`src/irq_vector_pkg.sv`:
```
/*
  Constants for the interrupt qualification and vector selection logic:
  vector map, source numbers, stacking order and state encodings.
  Assumes a single 200 MHz bus clock and a synchronous active-high reset.
*/
package irq_vector_pkg;

  localparam int NUM_VECTORS = 32;
  localparam logic [15:0] VECTOR_BASE = 16'hffc0;
  localparam logic [4:0] VEC_PERIODIC_WAKEUP = 5'h17;
  localparam logic [4:0] VEC_CONVERSION = 5'h13;
  localparam logic [4:0] VEC_KEYPAD = 5'h12;
  localparam logic [4:0] VEC_TIMER_TWO_OVF = 5'h0a;
  localparam logic [4:0] VEC_TIMER_TWO_CH0 = 5'h08;
  localparam logic [4:0] VEC_TIMER_ONE_OVF = 5'h07;
  localparam logic [4:0] VEC_TIMER_ONE_CH1 = 5'h06;
  localparam logic [4:0] VEC_TIMER_ONE_CH0 = 5'h05;
  localparam logic [4:0] VEC_REQUEST_PIN = 5'h03;
  localparam logic [4:0] VEC_LOW_VOLTAGE = 5'h02;
  localparam logic [4:0] VEC_SOFTWARE_TRAP = 5'h01;
  localparam logic [4:0] VEC_RESET = 5'h00;
  localparam int NUM_SOURCES = 10;
  localparam logic [NUM_SOURCES-1:0] FLAGS_RESET = 10'h000;
  localparam logic [NUM_SOURCES-1:0] ENABLES_RESET = 10'h000;
  localparam logic GLOBAL_MASK_RESET = 1'b1;
  localparam logic [2:0] STACK_BYTES = 3'h5;
  localparam logic [2:0] STACK_PC_LOW = 3'h0;
  localparam logic [2:0] STACK_PC_HIGH = 3'h1;
  localparam logic [2:0] STACK_INDEX = 3'h2;
  localparam logic [2:0] STACK_ACCUM = 3'h3;
  localparam logic [2:0] STACK_CCR = 3'h4;
  localparam logic [7:0] REG_FLAGS_LO = 8'h00;
  localparam logic [7:0] REG_FLAGS_HI = 8'h01;
  localparam logic [7:0] REG_ENABLE_LO = 8'h02;
  localparam logic [7:0] REG_ENABLE_HI = 8'h03;
  localparam logic [7:0] REG_STATUS = 8'h04;
  localparam logic [7:0] REG_MASK = 8'h05;
  localparam logic [7:0] REG_VECTOR = 8'h06;
  localparam logic [7:0] REG_CONTROL = 8'h07;

  typedef enum logic [4:0] {
    ST_IDLE = 5'b00001,
    ST_FINISH = 5'b00010,
    ST_STACK = 5'b00100,
    ST_FETCH_HIGH = 5'b01000,
    ST_FETCH_LOW = 5'b10000
  } seq_state_type;

endpackage

```
`src/irq_vector_logic.sv`:
```
/*
  Interrupt flags, local enables, priority encoder and the entry sequence
  (finish, stack, mask, two-byte vector fetch) toward the processor core.
  Assumes sources give one-cycle event pulses, the core answers memory
  accesses in the same cycle and reports instruction boundaries.
*/
// Local design decisions: the address map and strobed register access.
`timescale 1ns/1ps
`default_nettype none

// Behaviour
// RULE1: Vector is two bytes; high address byte at lower address, low at next.
// RULE2: A source event sets its flag whatever the local enable.
// RULE3: Request goes forward only while flag and local enable are both one.
// RULE4: Request accepted only with global mask clear, after current instruction.
// RULE5: Stack program counter low, high, index, accumulator, condition codes.
// RULE6: After stacking set global mask, then fetch vector of top pending source.
// RULE7: Execution resumes at address read from the selected vector entry.
// RULE8: Smallest vector number wins; zero highest, thirty-one lowest.
// RULE9: Vectors 31 to 24 sit lowest in the table and have no source.
// RULE10: Fixed source to vector number map; other numbers unused.
// RULE11: Vector 0 serves all enabled reset causes.
// RULE12: Global mask comes up set after any reset.
// RULE13: Software trap has no enable and ignores the global mask.
module irq_vector_logic
  import irq_vector_pkg::*;
(
  input wire logic clk,
  input wire logic rst,
  input wire logic [NUM_SOURCES-1:0] source_event,
  input wire logic software_trap,
  input wire logic instr_boundary,
  input wire logic mask_clear,
  input wire logic watchdog_expired,
  input wire logic watchdog_enable,
  input wire logic low_voltage_trip,
  input wire logic low_voltage_reset_enable,
  input wire logic reset_pin,
  input wire logic reset_pin_enable,
  input wire logic illegal_opcode,
  input wire logic illegal_address,
  input wire logic power_on,
  input wire logic [7:0] reg_addr,
  input wire logic [7:0] reg_wdata,
  input wire logic reg_write,
  input wire logic reg_read,
  output logic [7:0] reg_rdata,
  input wire logic [7:0] mem_rdata,
  output logic [15:0] mem_addr,
  output logic mem_read,
  output logic mem_write,
  output logic [2:0] stack_select,
  output logic [15:0] program_counter,
  output logic pc_load,
  output logic global_mask,
  output logic irq_request,
  output logic system_reset,
  output logic irq
);

  // ************************************************************
  // Functions
  // ************************************************************
  function automatic logic [15:0] vector_address(input logic [4:0] num);
    logic [15:0] off;
    off = {10'h000, ~num, 1'b0};
    vector_address = VECTOR_BASE + off; // RULE9
  endfunction

  // Source index to vector number
  function automatic logic [4:0] source_vector(input int idx);
    logic [4:0] v;
    v = VEC_RESET;
    unique case (idx)
      0: v = VEC_PERIODIC_WAKEUP;
      1: v = VEC_CONVERSION;
      2: v = VEC_KEYPAD;
      3: v = VEC_TIMER_TWO_OVF;
      4: v = VEC_TIMER_TWO_CH0;
      5: v = VEC_TIMER_ONE_OVF;
      6: v = VEC_TIMER_ONE_CH1;
      7: v = VEC_TIMER_ONE_CH0;
      8: v = VEC_REQUEST_PIN;
      default: v = VEC_LOW_VOLTAGE;
    endcase
    source_vector = v; // RULE10
  endfunction

  // ************************************************************
  // Flags, enables and reset collection
  // ************************************************************
  logic [NUM_SOURCES-1:0] flags_q;
  logic [NUM_SOURCES-1:0] enables_q;
  logic [NUM_SOURCES-1:0] pending;
  logic [NUM_SOURCES-1:0] flag_clear;
  logic trap_q;
  logic mask_q;
  logic [4:0] best_vec;
  logic any_pending;
  logic [4:0] sel_vec_q;
  logic [7:0] status_q;
  logic [7:0] mask_reg_q;
  seq_state_type state_q;
  logic [2:0] stack_cnt_q;
  logic [7:0] vec_high_q;
  logic reset_cause;

  assign reset_cause = (watchdog_expired && watchdog_enable) || (low_voltage_trip && low_voltage_reset_enable)
    || (reset_pin && reset_pin_enable) || illegal_opcode || illegal_address || power_on; // RULE11
  assign system_reset = reset_cause;

  always_comb begin
    flag_clear = '0;
    if (reg_write && reg_addr == REG_FLAGS_LO) begin
      flag_clear[7:0] = reg_wdata;
    end
    if (reg_write && reg_addr == REG_FLAGS_HI) begin
      flag_clear[9:8] = reg_wdata[1:0];
    end
  end

  always_ff @(posedge clk) begin
    if (rst || reset_cause) begin
      flags_q <= FLAGS_RESET;
    end else begin
      flags_q <= (flags_q & ~flag_clear) | source_event; // RULE2
    end
  end

  always_ff @(posedge clk) begin
    if (rst || reset_cause) begin
      enables_q <= ENABLES_RESET;
    end else if (reg_write && reg_addr == REG_ENABLE_LO) begin
      enables_q[7:0] <= reg_wdata;
    end else if (reg_write && reg_addr == REG_ENABLE_HI) begin
      enables_q[9:8] <= reg_wdata[1:0];
    end
  end

  assign pending = flags_q & enables_q; // RULE3

  // Smallest vector number among pending sources
  always_comb begin
    best_vec = 5'h1f;
    any_pending = 1'b0;
    for (int i = 0; i < NUM_SOURCES; i++) begin
      if (pending[i] && (!any_pending || source_vector(i) < best_vec)) begin
        best_vec = source_vector(i); // RULE8
        any_pending = 1'b1;
      end
    end
    if (trap_q) begin
      best_vec = VEC_SOFTWARE_TRAP; // RULE8
      any_pending = 1'b1;
    end
  end

  assign irq_request = |pending; // RULE3

  // ************************************************************
  // Global mask and trap latch
  // ************************************************************
  always_ff @(posedge clk) begin
    if (rst || reset_cause) begin
      mask_q <= GLOBAL_MASK_RESET; // RULE12
    end else if (state_q == ST_STACK && stack_cnt_q == STACK_CCR) begin
      mask_q <= 1'b1; // RULE6
    end else if (mask_clear) begin
      mask_q <= 1'b0;
    end
  end
  assign global_mask = mask_q;

  always_ff @(posedge clk) begin
    if (rst || reset_cause) begin
      trap_q <= 1'b0;
    end else if (software_trap) begin
      trap_q <= 1'b1;
    end else if (state_q == ST_FETCH_HIGH && sel_vec_q == VEC_SOFTWARE_TRAP) begin
      trap_q <= 1'b0;
    end
  end

  // ************************************************************
  // Entry sequence
  // ************************************************************
  always_ff @(posedge clk) begin
    if (rst || reset_cause) begin
      state_q <= ST_IDLE;
      stack_cnt_q <= STACK_PC_LOW;
    end else begin
      unique case (state_q)
        ST_IDLE: begin
          if (trap_q || (irq_request && !mask_q)) begin
            state_q <= ST_FINISH; // RULE4 RULE13
          end
        end
        ST_FINISH: begin
          if (instr_boundary) begin
            state_q <= ST_STACK; // RULE4
            stack_cnt_q <= STACK_PC_LOW;
          end
        end
        ST_STACK: begin
          if (stack_cnt_q == STACK_CCR) begin
            state_q <= ST_FETCH_HIGH; // RULE6
          end
          stack_cnt_q <= stack_cnt_q + 3'h1; // RULE5
        end
        ST_FETCH_HIGH: state_q <= ST_FETCH_LOW;
        ST_FETCH_LOW: state_q <= ST_IDLE;
        default: state_q <= ST_IDLE;
      endcase
    end
  end

  // Vector chosen on the same edge that sets the mask, from sources pending then
  always_ff @(posedge clk) begin
    if (rst) begin
      sel_vec_q <= VEC_RESET;
    end else if (state_q == ST_STACK && stack_cnt_q == STACK_CCR) begin
      sel_vec_q <= any_pending ? best_vec : VEC_SOFTWARE_TRAP; // RULE6
    end
  end

  always_comb begin
    mem_read = 1'b0;
    mem_write = 1'b0;
    mem_addr = 16'h0000;
    if (state_q == ST_STACK) begin
      mem_write = 1'b1;
    end else if (state_q == ST_FETCH_HIGH) begin
      mem_read = 1'b1;
      mem_addr = vector_address(sel_vec_q); // RULE1
    end else if (state_q == ST_FETCH_LOW) begin
      mem_read = 1'b1;
      mem_addr = vector_address(sel_vec_q) + 16'h0001; // RULE1
    end
  end
  assign stack_select = stack_cnt_q;

  always_ff @(posedge clk) begin
    if (rst) begin
      vec_high_q <= 8'h00;
      program_counter <= 16'h0000;
      pc_load <= 1'b0;
    end else begin
      pc_load <= 1'b0;
      if (reset_cause) begin
        program_counter <= vector_address(VEC_RESET); // RULE11
        pc_load <= 1'b1;
      end else if (state_q == ST_FETCH_HIGH) begin
        vec_high_q <= mem_rdata;
      end else if (state_q == ST_FETCH_LOW) begin
        program_counter <= {vec_high_q, mem_rdata}; // RULE7
        pc_load <= 1'b1;
      end
    end
  end

  // ************************************************************
  // Status, mask and register reads
  // ************************************************************
  logic [7:0] status_set;
  assign status_set = {5'h00, reset_cause, pc_load && !reset_cause, software_trap};

  always_ff @(posedge clk) begin
    if (rst) begin
      status_q <= 8'h00;
    end else if (reg_read && reg_addr == REG_STATUS) begin
      status_q <= status_set;
    end else begin
      status_q <= status_q | status_set;
    end
  end

  always_ff @(posedge clk) begin
    if (rst) begin
      mask_reg_q <= 8'h00;
    end else if (reg_write && reg_addr == REG_MASK) begin
      mask_reg_q <= reg_wdata;
    end
  end
  assign irq = |(status_q & mask_reg_q);

  always_ff @(posedge clk) begin
    if (rst) begin
      reg_rdata <= 8'h00;
    end else if (reg_read) begin
      unique case (reg_addr)
        REG_FLAGS_LO: reg_rdata <= flags_q[7:0];
        REG_FLAGS_HI: reg_rdata <= {6'h00, flags_q[9:8]};
        REG_ENABLE_LO: reg_rdata <= enables_q[7:0];
        REG_ENABLE_HI: reg_rdata <= {6'h00, enables_q[9:8]};
        REG_STATUS: reg_rdata <= status_q;
        REG_MASK: reg_rdata <= mask_reg_q;
        REG_VECTOR: reg_rdata <= {3'h0, sel_vec_q};
        REG_CONTROL: reg_rdata <= {3'h0, state_q};
        default: reg_rdata <= 8'h00;
      endcase
    end else begin
      reg_rdata <= 8'h00;
    end
  end

  // ************************************************************
  // Checks
  // ************************************************************
  a_flag_sets: assert property (@(posedge clk) disable iff (rst || reset_cause) // RULE2
    source_event != '0 |=> (flags_q & $past(source_event)) == $past(source_event))
    else $error("event did not set flag");
  a_request_qual: assert property (@(posedge clk) disable iff (rst || reset_cause) // RULE3
    (state_q == ST_IDLE && !trap_q && (flags_q & enables_q) == '0) |=> state_q == ST_IDLE)
    else $error("entry without qualified request");
  a_mask_blocks: assert property (@(posedge clk) disable iff (rst || reset_cause) // RULE4
    (state_q == ST_IDLE && mask_q && !trap_q) |=> state_q == ST_IDLE) else $error("masked entry");
  a_stack_order: assert property (@(posedge clk) disable iff (rst || reset_cause) // RULE5
    (state_q == ST_FINISH && instr_boundary) |=> stack_select == STACK_PC_LOW ##1 stack_select == STACK_PC_HIGH
    ##1 stack_select == STACK_INDEX ##1 stack_select == STACK_ACCUM ##1 stack_select == STACK_CCR)
    else $error("stack order wrong");
  a_mask_then_fetch: assert property (@(posedge clk) disable iff (rst || reset_cause) // RULE6
    $rose(state_q == ST_FETCH_HIGH) |-> mask_q) else $error("fetch before mask");
  a_vector_pair: assert property (@(posedge clk) disable iff (rst || reset_cause) // RULE1
    state_q == ST_FETCH_HIGH |=> mem_addr == $past(mem_addr) + 16'h0001) else $error("vector bytes");
  a_pc_loaded: assert property (@(posedge clk) disable iff (rst || reset_cause) // RULE7
    state_q == ST_FETCH_LOW |=> pc_load && program_counter == {vec_high_q, $past(mem_rdata)})
    else $error("pc not loaded");
  a_reset_mask: assert property (@(posedge clk) $past(rst) |-> mask_q) else $error("mask clear after reset"); // RULE12
  a_trap_enters: assert property (@(posedge clk) disable iff (rst || reset_cause) // RULE13
    (state_q == ST_IDLE && trap_q) |=> state_q == ST_FINISH) else $error("trap ignored");
  c_irq_entry: cover property (@(posedge clk) state_q == ST_FETCH_LOW && sel_vec_q == VEC_REQUEST_PIN);
  c_trap_entry: cover property (@(posedge clk) state_q == ST_FETCH_LOW && sel_vec_q == VEC_SOFTWARE_TRAP);
  c_reset_vector: cover property (@(posedge clk) reset_cause && !rst);

endmodule
`default_nettype wire

```
`config.mk`:
```
export PLATFORM = sky130hd
export DESIGN_NAME = irq_vector_logic
export DESIGN_NICKNAME = d
export VERILOG_FILES = /design/src/irq_vector_pkg.sv /design/src/irq_vector_logic.sv
export SDC_FILE = /design/constraint.sdc
export NUM_CORES = 1
export LEC_CHECK = 0
export ABC_AREA = 1
export BUFFER_PORTS_ARGS = -buffer_cell sky130_fd_sc_hd__buf_2
export CAP_MARGIN = 5
export CORE_MARGIN = 3
export CORE_UTILIZATION = 50
export DETAILED_ROUTE_END_ITERATION = 10
export PLACE_DENSITY = 0.77
export REMOVE_ABC_BUFFERS = 1
export SYNTH_ARGS = -nofsm -noshare
export SYNTH_HDL_FRONTEND = slang
export SYNTH_SLANG_ARGS = --single-unit
```
`constraint.sdc`:
```
create_clock -name clk -period 2 [get_ports clk]
set_input_delay 0.4 -clock clk [delete_from_list [all_inputs] [get_ports clk]]
set_output_delay 0.4 -clock clk [all_outputs]
set_load 0.02 [all_outputs]
```
==> qor.csv <==
metric,value,unit
first-pass detailed-route iteration total,4,
Starting Density,52.8,%
Post-DP Area,4210,um^2
Buf/Inv on CP,3,
#FFs+latches synth,79,
clock-pin slew on the worst setup and hold paths,90,ps
critical path's top delay family,simple AND/OR/NAND/NOR gates,
Finish-stage setup viols,0,
largest net degree at the start of global routing,26,
leakage power,2.08,nW
post-synth cell types,33,
final total power,2.95,mW
DRT antenna net count,0,
antenna violations before repair,0,
min cycle time layout,1960,ps
CTS tree,done,
WL per Instance,13.8,um
Slew Limit Fails,0,
dpl hpwl,7260,um
Placer Congestion,0.938,
worst path cell trace,nor2_4 > nand4_1 > inv_2 > nor2_4 > inv_2 > buf_2,
Worst Setup Start Kind,flip-flop,
CORE AREA,6940,um^2
WP data required,1600,ps
initial DRC count,263,
Tightest Pin Transition,511,ps
area delta synth->final,21.0,%
chip width,91.6,um
I/O Pins,100,
mapped cell area,3670,um^2
Tightest Hold Check Type,input port to flip-flop,
multiplexer area fraction after synthesis,0,%
final period utilization,97.8,%
Max Cap Viol,0,
Final Net Count,666,
total grt overflow,0,
area share of the largest cell type after synthesis,43.1,%
RSZ-0062 raised after global routing,yes,
Clock Path Buffers,2,
GRT Overall Usage,23.5,%
Mapped Cells,515,
WP data arrival,1560,ps
fin area,4440,um^2
diodes inserted,0,
"commonest non-fill, non-tap cells in the layout","nand2_1 (128), buf_2 (99), dfxtp_1 (78), a21oi_1 (77), nand3_1 (51)",
post-synthesis xor/xnor area fraction,0.239,%
setup_tns,0,ps
Root Driver,clkbuf_8,
cts bufs inserted,9,
worst-path fanout max,11,
Worst Hold Slack,246,ps
Adder-Cell Fraction of Synth Area,0.682,%
dominant cell type by area after synthesis,dfxtp_1,
# port buffers,99,
outcome,"finished, final reports clean",
power per cell area,664,nW/um^2
final WL,9830,um
Vias/cell,5.21,
Skew-Pair Late Insertion Delay,360,ps
htree depth,3,
die area,8400,um^2
clock skew,13.0,ps
"leading cell type in the layout, fill and taps excluded",nand2_1,
vias in the first global route,3419,
largest family of logic cells by synthesized area,simple AND/OR/NAND/NOR gates,
"Seq/Total Area, Yosys",43.1,%
CP endpoint kind,output port,
YS warnings,0,
# clock sinks,79,
first-pass GRT wire length,15900,um
total vias in the final route,3727,
CP max-delay cell,dfxtp_1,
Hold Buf Count CTS,0,
Post-Synth Simple-Gate Area,31.8,%
Max IR drop VDD,373,uV
DRC Markers,0,
Compound-Gate Fraction of Synth Area,14.6,%
Max Fclk,511,MHz
Worst path max stage delay,350,ps
Core Rows,30,
Setup CP Type,flip-flop to output port,
relative slew slack,65.8,%
"top cells by area, synth","dfxtp_1 (43%), nand2_1 (13%), a21oi_1 (11%)",
die outline height,91.6,um
layout cell share with drive strength beyond 1,26.5,%
Final Hold Fails,0,
syn avg cell area,7.12,um^2
## synth_stat cells, drive strengths merged
cell type,count
buf,21
o211ai,1
nand2,131
or2,1
inv,47
o21ai,24
clkbuf,5
and2,1
dfxtp,79
nand4,8
clkinv,1
a21boi,2
a21oi,77
nand3,56
nand3b,1
ha,2
a22oi,1
xor2,1
nor2,51
nor3,5
## report_power, final
group / internal [mW] / switching [mW] / leakage (nW) / total, mW
combinational: 0.0815 / 0.132 / 1.34 / 0.214
sequential: 1.60 / 0.0140 / 0.644 / 1.61
clock: 0.476 / 0.647 / 0.0927 / 1.12
total: 2.15 / 0.793 / 2.08 / 2.95
## worst paths after layout
path | from | endpoint | cells past startpoint | slack, ps
worst min-delay path | mask_clear | global_mask$_SDFFE_PP1P_ | 2 | 250
worst min register to register | vec_high_q[3]$_SDFFE_PP0P_ | vec_high_q[3]$_SDFFE_PP0P_ | 2 | 460
worst max-delay path | state_q[1]$_SDFFE_PP0P_ | mem_addr[8] | 6 | 40
worst max register to register | stack_select[0]$_SDFFE_PP0P_ | sel_vec_q[1]$_SDFFE_PP0P_ | 9 | 490
## worst register-to-register path, delay by kind of cell, from the launching register on
family | cells | cell delay [ps]
AO/OA/AOI/OAI | 1 | 110
adder cells (fa/ha/maj) | 1 | 150
buffers and inverters | 2 | 200
flip-flops | 1 | 330
AND/OR/NAND/NOR | 5 | 670
## routing by layer
metal | vias to the layer above | global-route usage [%] | wire (um)
met5 | - | 0 | 0
met4 | 0 | 8.67 | 164
met3 | 14 | 5.99 | 631
met2 | 108 | 37.7 | 4820
met1 | 1728 | 30.4 | 4220
li1 | 1877 | - | -
## what timing repair did
action	in CTS	in global routing
buffers inserted	1	2
resized for setup	2	5
setup endpoints to repair	16	18
pin swaps	1	2
## state kept, by name, summed over array words and instances (netlist names)
register and flops:
global_mask 1, sel_vec_q 5, mask_reg_q 8, program_counter 16
enables_q 10, state_q 5, vec_high_q 8, status_q 3
trap_q 1, stack_select 3, reg_rdata 8, pc_load 1
flags_q 10
## logic make-up (layout without fill, tap and decap cells)
logic type               after synthesis  count (layout)
adder cells (fa/ha/maj)                2               2
AND/OR/NAND/NOR                      254             254
flip-flops                            79              79
buffers and inverters                 74             178
AO/OA/AOI/OAI                        105             105
XOR/XNOR                               1               1
## final cells by class
type | count | area [um^2]
timing repair buffer | 114 | 612
clock inverter | 7 | 62.6
inverter | 48 | 181
multi-input combinational | 362 | 1750
sequential | 79 | 1580
fill | 641 | 2510
clock buffer | 9 | 124
tap | 96 | 120
## through the flow
| stage | utilization (%) | cells | setup WS, ps |
|---|---|---|---|
| after floorplan | - | 489 | -822 |
| after global placement | 60.6 | 696 | 279 |
| after detailed placement | 60.6 | 696 | 203 |
| after CTS | 63.4 | 713 | 0.369 |
| after global routing | 63.9 | 715 | -39.0 |
| final | 63.9 | 715 | 44.3 |
Power figures use the tool's default switching activity.
